==> src/tuning_pkg.sv <==
// shared constants and types of the regulator tuning register bank
// assumes a byte-wide command interface from the serial bus engine
package tuning_pkg;

	// ****************************************************
	// command codes
	// ****************************************************
	localparam logic [7:0] LOAD_LINE_OFS = 8'hDF;
	localparam logic [7:0] GOOD_HIGH_OFS = 8'hE0;
	localparam logic [7:0] GOOD_LOW_OFS = 8'hE1;
	localparam logic [7:0] CLIMIT_OFS = 8'hE2;
	localparam logic [3:0][7:0] BALANCE_OFS = {8'hE6, 8'hE5, 8'hE4, 8'hE3};
	localparam logic [7:0] MON_FAULT_OFS = 8'hF5;
	localparam logic [7:0] MON_WARN_OFS = 8'hF6;
	localparam logic [7:0] ALERT_MASK_OFS = 8'hF9;

	// ****************************************************
	// reset values
	// ****************************************************
	localparam logic [7:0] LOAD_LINE_RST = 8'h00;
	localparam logic [7:0] GOOD_HIGH_RST = 8'h00;
	localparam logic [7:0] GOOD_LOW_RST = 8'h00;
	localparam logic [7:0] CLIMIT_RST = 8'h10;
	localparam logic [7:0] BALANCE_RST = 8'h10;
	localparam logic [15:0] MON_LIMIT_RST = 16'h0002;
	localparam logic [7:0] ALERT_MASK_RST = 8'h00;

	// ****************************************************
	// implemented bits of each register
	// ****************************************************
	localparam logic [7:0] CODE5_BITS = 8'h1F;
	localparam logic [7:0] GOOD_HIGH_BITS = 8'h03;
	localparam logic [7:0] GOOD_LOW_BITS = 8'h07;
	localparam logic [7:0] FULL_BITS = 8'hFF;
	localparam logic [7:0] ALERT_MASK_BITS = 8'hCD;

	// ****************************************************
	// alert mask fields
	// ****************************************************
	localparam int VOUT_GATE_BIT = 7;
	localparam int IOUT_GATE_BIT = 6;
	localparam int CML_GATE_BIT = 3;
	localparam int MON_GATE_BIT = 2;
	localparam int POUT_GATE_BIT = 0;

	// ****************************************************
	// decode figures: thresholds in millivolts, load-line in permille
	// ****************************************************
	localparam logic [8:0] GOOD_HIGH_TOP_MV = 9'h12C;
	localparam logic [8:0] GOOD_HIGH_STEP_MV = 9'h032;
	localparam logic signed [9:0] GOOD_LOW_BASE_MV = -10'sd500;
	localparam logic signed [9:0] GOOD_LOW_STEP_MV = 10'sd50;
	localparam logic [9:0] LOAD_LINE_FULL = 10'h3E8;
	localparam logic [9:0] LOAD_LINE_STEPS = 10'h01F;

	// status sources that may raise the alert output
	typedef struct packed {
		logic [7:0] out_voltage;
		logic [7:0] out_current;
		logic [7:0] comms_logic;
		logic out_power_over;
	} status_src_t;

endpackage

==> src/cfg_reg.sv <==
// one byte-wide settings register with implemented-bit mask
// assumes write strobe and data come from logic on the same clock
`timescale 1ns/100ps
module cfg_reg #(
	parameter logic [7:0] RESET = 8'h00,
	parameter logic [7:0] BITS = 8'hFF
) (
	input wire logic clk,
	input wire logic rst_n,
	input wire logic wr_en,
	input wire logic [7:0] wr_data,
	output logic [7:0] q
);

	logic [7:0] q_ff;
	logic [7:0] nxt_q;

	// unimplemented bits never store and read as zero
	always_comb
	begin
		nxt_q = q_ff;
		if (wr_en)
		begin
			nxt_q = wr_data & BITS;
		end
	end

	always_ff @(posedge clk or negedge rst_n)
	begin
		if (!rst_n)
		begin
			q_ff <= RESET & BITS;
		end
		else
		begin
			q_ff <= nxt_q;
		end
	end

	assign q = q_ff;

endmodule

==> src/limit_cmp.sv <==
// registered comparison of a monitored word against a limit
// assumes both words come from logic on the same clock
`timescale 1ns/100ps
module limit_cmp #(
	parameter int WIDTH = 16
) (
	input wire logic clk,
	input wire logic rst_n,
	input wire logic [WIDTH-1:0] value,
	input wire logic [WIDTH-1:0] limit,
	output logic over
);

	logic over_ff;
	logic nxt_over;

	// flag follows the level, set while the value is above the limit
	always_comb
	begin
		nxt_over = (value > limit);
	end

	always_ff @(posedge clk or negedge rst_n)
	begin
		if (!rst_n)
		begin
			over_ff <= 1'b0;
		end
		else
		begin
			over_ff <= nxt_over;
		end
	end

	assign over = over_ff;

endmodule

==> src/tuning_regs.sv <==
// register bank of the regulator tuning settings and alert masking
// assumes the serial bus engine presents decoded byte accesses on
// REF_CLK and that status sources are on the same clock
`timescale 1ns/100ps

// Summary of operation
// - a five-bit load-line code raises the load-line 3.226% per step.
// - the load-line code spans none to full in 31 steps and resets to 0.
// - load-line codes 0, 16 and 31 give none, 51.613% and full.
// - one two-bit code sets good-high: 300/250/200/150 mV.
// - a three-bit good-low code gives -500 mV plus 50 mV per step.
// - the current-limit code scales the external limit, not replaces it.
// - the current-limit code moves 3.33% per step from 46.7% to 150%.
// - current-limit code 16 is 100% and is the reset value.
// - four phase-balance gain codes exist, each resetting to 16.
// - each balance code sets gain 3.75 at code 0 to 6.25 at code 31.
// - mask bit 7 gates voltage and bit 6 current status off the alert.
// - mask bit 3 gates communication and logic status off the alert.
// - mask bit 2 gates monitored-voltage limit events off the alert.
// - mask bit 0 gates output power over limit off the alert.
module tuning_regs (
	input wire logic REF_CLK,
	input wire logic RST_N,
	input wire logic [7:0] CMD_CODE,
	input wire logic BYTE_SEL,
	input wire logic WR_STB,
	input wire logic [7:0] WR_DATA,
	input wire logic RD_STB,
	output logic [7:0] RD_DATA,
	output logic RD_VALID,
	output logic CMD_HIT,
	input wire tuning_pkg::status_src_t STATUS_IN,
	input wire logic [15:0] MON_VOLTAGE,
	output logic [4:0] LOAD_LINE_CODE,
	output logic [9:0] LOAD_LINE_PERMILLE,
	output logic [1:0] GOOD_HIGH_CODE,
	output logic [8:0] GOOD_HIGH_MV,
	output logic [2:0] GOOD_LOW_CODE,
	output logic signed [9:0] GOOD_LOW_MV,
	output logic [4:0] CLIMIT_CODE,
	output logic [19:0] BALANCE_CODE,
	output logic MON_FAULT,
	output logic MON_WARN,
	output logic ALERT_N
);

	// ****************************************************
	// write decode
	// ****************************************************
	logic wr_low;
	logic wr_high;

	assign wr_low = WR_STB && !BYTE_SEL;
	assign wr_high = WR_STB && BYTE_SEL;

	logic [7:0] load_line_q;
	logic [7:0] good_high_q;
	logic [7:0] good_low_q;
	logic [7:0] climit_q;
	logic [3:0][7:0] balance_q;
	logic [3:0][7:0] limit_q;
	logic [7:0] alert_mask_q;

	// ****************************************************
	// settings registers
	// ****************************************************
	cfg_reg #(
		.RESET(tuning_pkg::LOAD_LINE_RST),
		.BITS(tuning_pkg::CODE5_BITS)
	) u_load_line (
		.clk(REF_CLK),
		.rst_n(RST_N),
		.wr_en(wr_low && CMD_CODE == tuning_pkg::LOAD_LINE_OFS),
		.wr_data(WR_DATA),
		.q(load_line_q)
	);
	cfg_reg #(
		.RESET(tuning_pkg::GOOD_HIGH_RST),
		.BITS(tuning_pkg::GOOD_HIGH_BITS)
	) u_good_high (
		.clk(REF_CLK),
		.rst_n(RST_N),
		.wr_en(wr_low && CMD_CODE == tuning_pkg::GOOD_HIGH_OFS),
		.wr_data(WR_DATA),
		.q(good_high_q)
	);
	cfg_reg #(
		.RESET(tuning_pkg::GOOD_LOW_RST),
		.BITS(tuning_pkg::GOOD_LOW_BITS)
	) u_good_low (
		.clk(REF_CLK),
		.rst_n(RST_N),
		.wr_en(wr_low && CMD_CODE == tuning_pkg::GOOD_LOW_OFS),
		.wr_data(WR_DATA),
		.q(good_low_q)
	);
	cfg_reg #(
		.RESET(tuning_pkg::CLIMIT_RST),
		.BITS(tuning_pkg::CODE5_BITS)
	) u_climit (
		.clk(REF_CLK),
		.rst_n(RST_N),
		.wr_en(wr_low && CMD_CODE == tuning_pkg::CLIMIT_OFS),
		.wr_data(WR_DATA),
		.q(climit_q)
	);
	genvar g;
	generate
		for (g = 0; g < 4; g++)
		begin : gen_bal
			cfg_reg #(
				.RESET(tuning_pkg::BALANCE_RST),
				.BITS(tuning_pkg::CODE5_BITS)
			) u_balance (
				.clk(REF_CLK),
				.rst_n(RST_N),
				.wr_en(wr_low && CMD_CODE == tuning_pkg::BALANCE_OFS[g]),
				.wr_data(WR_DATA),
				.q(balance_q[g])
			);
		end
	endgenerate

	// two-byte limits: even index low byte, fault pair then warning pair
	genvar h;
	generate
		for (h = 0; h < 4; h++)
		begin : gen_lim
			cfg_reg #(
				.RESET(tuning_pkg::MON_LIMIT_RST[8 * (h % 2) +: 8]),
				.BITS(tuning_pkg::FULL_BITS)
			) u_limit (
				.clk(REF_CLK),
				.rst_n(RST_N),
				.wr_en((h % 2 == 1 ? wr_high : wr_low) &&
					CMD_CODE == (h < 2 ? tuning_pkg::MON_FAULT_OFS :
					tuning_pkg::MON_WARN_OFS)),
				.wr_data(WR_DATA),
				.q(limit_q[h])
			);
		end
	endgenerate

	cfg_reg #(
		.RESET(tuning_pkg::ALERT_MASK_RST),
		.BITS(tuning_pkg::ALERT_MASK_BITS)
	) u_alert_mask (
		.clk(REF_CLK),
		.rst_n(RST_N),
		.wr_en(wr_low && CMD_CODE == tuning_pkg::ALERT_MASK_OFS),
		.wr_data(WR_DATA),
		.q(alert_mask_q)
	);

	// ****************************************************
	// monitored voltage limit checks
	// ****************************************************
	logic mon_fault;
	logic mon_warn;

	limit_cmp #(.WIDTH(16)) u_fault_cmp (
		.clk(REF_CLK),
		.rst_n(RST_N),
		.value(MON_VOLTAGE),
		.limit({limit_q[1], limit_q[0]}),
		.over(mon_fault)
	);

	limit_cmp #(.WIDTH(16)) u_warn_cmp (
		.clk(REF_CLK),
		.rst_n(RST_N),
		.value(MON_VOLTAGE),
		.limit({limit_q[3], limit_q[2]}),
		.over(mon_warn)
	);

	// ****************************************************
	// read mux
	// ****************************************************
	logic [7:0] rd_mux;
	logic hit;

	always_comb
	begin
		rd_mux = 8'h00;
		hit = 1'b1;
		case (CMD_CODE)
			tuning_pkg::LOAD_LINE_OFS: rd_mux = load_line_q;
			tuning_pkg::GOOD_HIGH_OFS: rd_mux = good_high_q;
			tuning_pkg::GOOD_LOW_OFS: rd_mux = good_low_q;
			tuning_pkg::CLIMIT_OFS: rd_mux = climit_q;
			tuning_pkg::BALANCE_OFS[0]: rd_mux = balance_q[0];
			tuning_pkg::BALANCE_OFS[1]: rd_mux = balance_q[1];
			tuning_pkg::BALANCE_OFS[2]: rd_mux = balance_q[2];
			tuning_pkg::BALANCE_OFS[3]: rd_mux = balance_q[3];
			tuning_pkg::MON_FAULT_OFS: rd_mux = BYTE_SEL ? limit_q[1] : limit_q[0];
			tuning_pkg::MON_WARN_OFS: rd_mux = BYTE_SEL ? limit_q[3] : limit_q[2];
			tuning_pkg::ALERT_MASK_OFS: rd_mux = alert_mask_q;
			default: hit = 1'b0;
		endcase
		// second byte of a one-byte register reads as zero
		if (BYTE_SEL && CMD_CODE != tuning_pkg::MON_FAULT_OFS &&
			CMD_CODE != tuning_pkg::MON_WARN_OFS)
		begin
			rd_mux = 8'h00;
		end
	end

	// ****************************************************
	// alert gating
	// ****************************************************
	logic alert_any;

	always_comb
	begin
		alert_any = 1'b0;
		if (|STATUS_IN.out_voltage && !alert_mask_q[tuning_pkg::VOUT_GATE_BIT])
		begin
			alert_any = 1'b1;
		end
		if (|STATUS_IN.out_current && !alert_mask_q[tuning_pkg::IOUT_GATE_BIT])
		begin
			alert_any = 1'b1;
		end
		if (|STATUS_IN.comms_logic && !alert_mask_q[tuning_pkg::CML_GATE_BIT])
		begin
			alert_any = 1'b1;
		end
		if ((mon_fault || mon_warn) && !alert_mask_q[tuning_pkg::MON_GATE_BIT])
		begin
			alert_any = 1'b1;
		end
		if (STATUS_IN.out_power_over && !alert_mask_q[tuning_pkg::POUT_GATE_BIT])
		begin
			alert_any = 1'b1;
		end
	end

	// ****************************************************
	// decoded settings
	// ****************************************************
	logic [9:0] nxt_ll_permille;
	logic [8:0] nxt_gh_mv;
	logic signed [9:0] nxt_gl_mv;
	logic [19:0] ll_prod;

	always_comb
	begin
		// full load-line spread over 31 codes, 3.226% a step
		ll_prod = 20'(load_line_q[4:0]) * 20'(tuning_pkg::LOAD_LINE_FULL);
		nxt_ll_permille = 10'(ll_prod / 20'(tuning_pkg::LOAD_LINE_STEPS));
		nxt_gh_mv = tuning_pkg::GOOD_HIGH_TOP_MV -
			9'(9'(good_high_q[1:0]) * tuning_pkg::GOOD_HIGH_STEP_MV);
		nxt_gl_mv = tuning_pkg::GOOD_LOW_BASE_MV +
			10'(10'(good_low_q[2:0]) * tuning_pkg::GOOD_LOW_STEP_MV);
	end

	// ****************************************************
	// output registers
	// ****************************************************
	logic [7:0] rd_data_ff;
	logic rd_valid_ff;
	logic cmd_hit_ff;
	logic alert_n_ff;
	logic [9:0] ll_permille_ff;
	logic [8:0] gh_mv_ff;
	logic signed [9:0] gl_mv_ff;
	logic [7:0] nxt_rd_data;
	logic nxt_rd_valid;
	logic nxt_cmd_hit;
	logic nxt_alert_n;

	always_comb
	begin
		nxt_rd_data = rd_data_ff;
		nxt_rd_valid = RD_STB;
		nxt_cmd_hit = cmd_hit_ff;
		nxt_alert_n = !alert_any;
		if (RD_STB)
		begin
			nxt_rd_data = rd_mux;
			nxt_cmd_hit = hit;
		end
		else if (WR_STB)
		begin
			nxt_cmd_hit = hit;
		end
	end

	always_ff @(posedge REF_CLK or negedge RST_N)
	begin
		if (!RST_N)
		begin
			rd_data_ff <= 8'h00;
			rd_valid_ff <= 1'b0;
			cmd_hit_ff <= 1'b0;
			alert_n_ff <= 1'b1;
			ll_permille_ff <= 10'h000;
			gh_mv_ff <= tuning_pkg::GOOD_HIGH_TOP_MV;
			gl_mv_ff <= tuning_pkg::GOOD_LOW_BASE_MV;
		end
		else
		begin
			rd_data_ff <= nxt_rd_data;
			rd_valid_ff <= nxt_rd_valid;
			cmd_hit_ff <= nxt_cmd_hit;
			alert_n_ff <= nxt_alert_n;
			ll_permille_ff <= nxt_ll_permille;
			gh_mv_ff <= nxt_gh_mv;
			gl_mv_ff <= nxt_gl_mv;
		end
	end

	// codes scale external settings; the analog loop applies them
	assign LOAD_LINE_CODE = load_line_q[4:0];
	assign GOOD_HIGH_CODE = good_high_q[1:0];
	assign GOOD_LOW_CODE = good_low_q[2:0];
	assign CLIMIT_CODE = climit_q[4:0];
	assign BALANCE_CODE = {balance_q[3][4:0], balance_q[2][4:0],
		balance_q[1][4:0], balance_q[0][4:0]};
	assign LOAD_LINE_PERMILLE = ll_permille_ff;
	assign GOOD_HIGH_MV = gh_mv_ff;
	assign GOOD_LOW_MV = gl_mv_ff;
	assign MON_FAULT = mon_fault;
	assign MON_WARN = mon_warn;
	assign RD_DATA = rd_data_ff;
	assign RD_VALID = rd_valid_ff;
	assign CMD_HIT = cmd_hit_ff;
	assign ALERT_N = alert_n_ff;

endmodule

==> config.mk <==
export PLATFORM = sky130hd
export DESIGN_NAME = tuning_regs
export DESIGN_NICKNAME = d
export VERILOG_FILES = /design/src/tuning_pkg.sv /design/src/cfg_reg.sv /design/src/limit_cmp.sv /design/src/tuning_regs.sv
export SDC_FILE = /design/constraint.sdc
export NUM_CORES = 1
export LEC_CHECK = 0
export BUFFER_PORTS_ARGS = -buffer_cell sky130_fd_sc_hd__buf_2
export CORE_ASPECT_RATIO = 1.2
export CORE_UTILIZATION = 59
export DETAILED_ROUTE_END_ITERATION = 7
export PLACE_DENSITY_LB_ADDON = 0.1
export SETUP_SLACK_MARGIN = 0.1
export SLEW_MARGIN = 20
export SYNTH_ARGS = -nofsm -noshare
export SYNTH_HDL_FRONTEND = slang
export SYNTH_SLANG_ARGS = --single-unit
==> constraint.sdc <==
create_clock -name REF_CLK -period 12.1 [get_ports REF_CLK]
set_input_delay 0.605 -clock REF_CLK [delete_from_list [all_inputs] [get_ports REF_CLK]]
set_output_delay 0.605 -clock REF_CLK [all_outputs]
set_load 0.005 [all_outputs]
==> impl_metrics.py <==
metrics = {
    "status": {
        "run_status": "completed",
    },
    "synthesis": {
        "ffs_w_async_s_r_synth": 1.00,
        "synthDominantAreaCellType": "dfrtp_1",
        "yosysUniqueCellTypes": 104,
        "synth_area_per_cell_sq_um": 9.05,
        "cell_types_with_the_largest_area_share_after_synthesis": "dfrtp_1, ha_1, mux2_2, dfstp_2, nand2_1",
        "yosysWarnings": 0,
        "postSynthCellCount": 998,
        "synth_enable_flop_cells": 0,
        "mappedNetlistArea_sq_um": 9040,
        "dominantRegCellSynth": "dfrtp_1",
        "synth_seq_area_share": 0.309,
        "synth_top_cell_area_share": 0.266,
        "synth-seq-cells": 111,
    },
    "final_layout": {
        "fraction_of_layout_instances_using_a_drive_strength_above_1": 0.246,
        "layout_commonest_cell": "buf_2",
        "nNetsFinal": 1250,
        "syn_to_final_growth_pct": 12.6,
        "insertedDiodeCount": 0,
        "layout_common_cells": "buf_2, dfrtp_1, nand2_1, inv_1, ha_1",
        "fill_cells": 1252,
    },
    "global_route": {
        "global_route.overflow_total": 0,
        "pin_count_of_the_biggest_net_entering_global_routing": 62,
        "initial_antenna_violation_count": 0,
        "grt_pass1_wl_mm": 38.5,
        "first_global_vias": 7640,
        "grtUsageTotal": 0.312,
    },
    "critical_path": {
        "critPathKind": "register to register",
        "worst_r2r_path_depth": 40,
        "critical_path_arrival_ns": 11.53,
        "critical_path.endpoint_type": "register",
        "timing.critical_path.required_ns": 12.33,
        "critical-path-slowest-cell": "or4_1",
        "critical_path.max_fanout": 12,
        "worstSetupStartpointType": "register",
        "cpPeakStageDelay_ns": 0.72,
        "cp_common_cell": "inv_1",
    },
    "clock_network": {
        "insertion_delay_to_the_later_sink_of_the_worst_skew_pair_ns": 0.35,
        "cts.htree.levels": 3,
        "numCtsBuffers": 9,
        "ctsLongestPathBuffers": 2,
        "cts_root_buffer": "clkbuf_16",
        "path_clk_slew_ns": 0.08,
        "cts_tree": "built",
        "clock_sinks": 111,
    },
    "sta": {
        "timing.final.max_slew_violations": 0,
        "fin_crit_sh": 0.934,
        "slew_worst_pin_ns": 1.12,
        "finalClockSkew_ns": 0.0106,
        "setup_viol_count_final": 0,
        "fmax_mhz": 88.5,
        "final_hold_viol_count": 0,
        "slew_headroom": 0.251,
        "totalNegativeSetupSlack_ns": 0,
        "final.min_clock_period_ns": 11.30,
        "grt_setup_unrepaired": "false",
    },
    "die": {
        "ioPinCount": 139,
        "initial_core_util": 0.604,
        "die_height_microns": 138,
        "die_area_sq_um": 15800,
        "placeableCoreArea_sq_um": 15000,
        "die_width_microns": 115,
        "row_cnt": 49,
    },
    "place": {
        "dp_hpwl_mm": 18.7,
        "gp_congestion": 0.908,
        "portBuffers": 136,
    },
    "drt": {
        "routed_wl_mm": 24.3,
        "route.detailed.wl_per_inst_microns": 18.4,
        "drtIter0Drc": 521,
        "ant_nets": 0,
        "via_count": 8166,
        "route.detailed.drc": 0,
        "detailedRoute.firstPassIterationCount": 5,
        "post_drt_via_cell_ratio": 6.18,
    },
    "hold_path": {
        "worst_hold_path_type": "input pin to asynchronous set/reset pin",
    },
    "run": {
        "cap_viol_max_count": 0,
    },
}
[critical path, delay by kind of cell, from the launching register on]
family / cells / cell delay (ns)
xor+xnor: 3 / 0.99
compound gates: 13 / 3.53
buf+inv: 7 / 0.83
simple gates: 11 / 2.90
fa+ha+maj: 6 / 2.39
flops: 1 / 0.50
[routing by layer]
| metal | track usage | vias up | routed length (microns) |
|---|---|---|---|
| met3 | 0.0326 | 53 | 1230 |
| met2 | 0.578 | 280 | 12600 |
| met4 | 0.102 | 0 | 582 |
| li1 | - | 3932 | - |
| met5 | 0 | - | 0 |
| met1 | 0.377 | 3901 | 9830 |
[final timing paths]
kind                                              start                         endpoint  slack [ns]
max                        u_load_line.q[3]$_DFFE_PN0P_  LOAD_LINE_PERMILLE[0]$_DFF_PN0_        0.80
min                                               RST_N         GOOD_LOW_MV[5]$_DFF_PN0_        0.32
max reg2reg                u_load_line.q[3]$_DFFE_PN0P_  LOAD_LINE_PERMILLE[0]$_DFF_PN0_        0.80
min reg2reg                      RD_DATA[5]$_DFFE_PN0P_           RD_DATA[5]$_DFFE_PN0P_        0.48
max in group asynchronous                         RST_N  LOAD_LINE_PERMILLE[4]$_DFF_PN0_       10.63
min in group REF_CLK             RD_DATA[5]$_DFFE_PN0P_           RD_DATA[5]$_DFFE_PN0P_        0.48
[area by class of cell]
class	instances	area [sq um]	share of cell area
clock buffers	10	239	0.0235
clock inverters	6	57.6	0.00566
inverters	77	289	0.0284
multi-input cells	767	5780	0.568
flip-flops and latches	111	2800	0.275
well taps	204	255	0.0251
repair buffers	146	758	0.0745
[state kept, by name, indices dropped and copies added (netlist names)]
signal               cells
GOOD_HIGH_MV             7
u_good_high.q            2
u_fault_cmp.over         1
u_warn_cmp.over          1
u_alert_mask.q           5
RD_VALID                 1
LOAD_LINE_PERMILLE      10
u_climit.q               5
CMD_HIT                  1
u_load_line.q            5
gen_lim.u_limit.q       32
RD_DATA                  8
GOOD_LOW_MV              9
u_good_low.q             3
gen_bal.u_balance.q     20
ALERT_N                  1
[logic make-up after synthesis]
kind of cell	share of synthesized area
AO/OA/AOI/OAI	0.228
XOR/XNOR	0.0332
adder cells (fa/ha/maj)	0.114
buffers and inverters	0.0554
flip-flops	0.309
multiplexers	0.0738
other	0.000415
AND/OR/NAND/NOR	0.186
[cell usage after synthesis (6+ instances only)]
| cell | n |
|---|---|
| a211oi_1 | 7 |
| buf_4 | 7 |
| o211ai_1 | 8 |
| a211o_1 | 6 |
| a21oi_1 | 48 |
| o22ai_1 | 15 |
| nor4_1 | 19 |
| o21ai_1 | 8 |
| xnor2_1 | 19 |
| fa_1 | 10 |
| mux2i_1 | 16 |
| o21ai_0 | 57 |
| inv_1 | 74 |
| nand2b_1 | 12 |
| clkbuf_1 | 25 |
| dfrtp_1 | 96 |
| a21o_1 | 7 |
| and3_1 | 15 |
| and2_1 | 10 |
| a31oi_1 | 15 |
| o21a_1 | 9 |
| o2111ai_1 | 6 |
| a22oi_1 | 11 |
| nor2b_1 | 11 |
| nor3_1 | 25 |
| nand3_1 | 25 |
| dfstp_2 | 15 |
| or3_1 | 8 |
| ha_1 | 66 |
| nand2_1 | 89 |
| xor2_1 | 9 |
| buf_2 | 10 |
| mux2_2 | 45 |
| nand4_1 | 12 |
| nor2_1 | 51 |
[through the flow]
step	utilization	hold WS, ns	worst slack, ns	cell area, sq um	instances
global route	0.680	0.395	0.103	10200	1321
floorplan	-	0.309	1.92	9040	999
CTS	0.675	0.347	0.421	10100	1316
detailed placement	0.655	0.463	0.501	9800	1300
finish	0.680	0.319	0.800	10200	1321
global placement	0.655	0.461	0.783	9800	1300
[timing repair]
item                                    CTS  global route
gates resized for setup                   0             6
buffers inserted                          0             5
hold buffers                              0             0
endpoints found under the setup margin    0             1
Power is not shown: default switching activity piles up to over one toggle a cycle in this logic, so the estimate is an artifact.
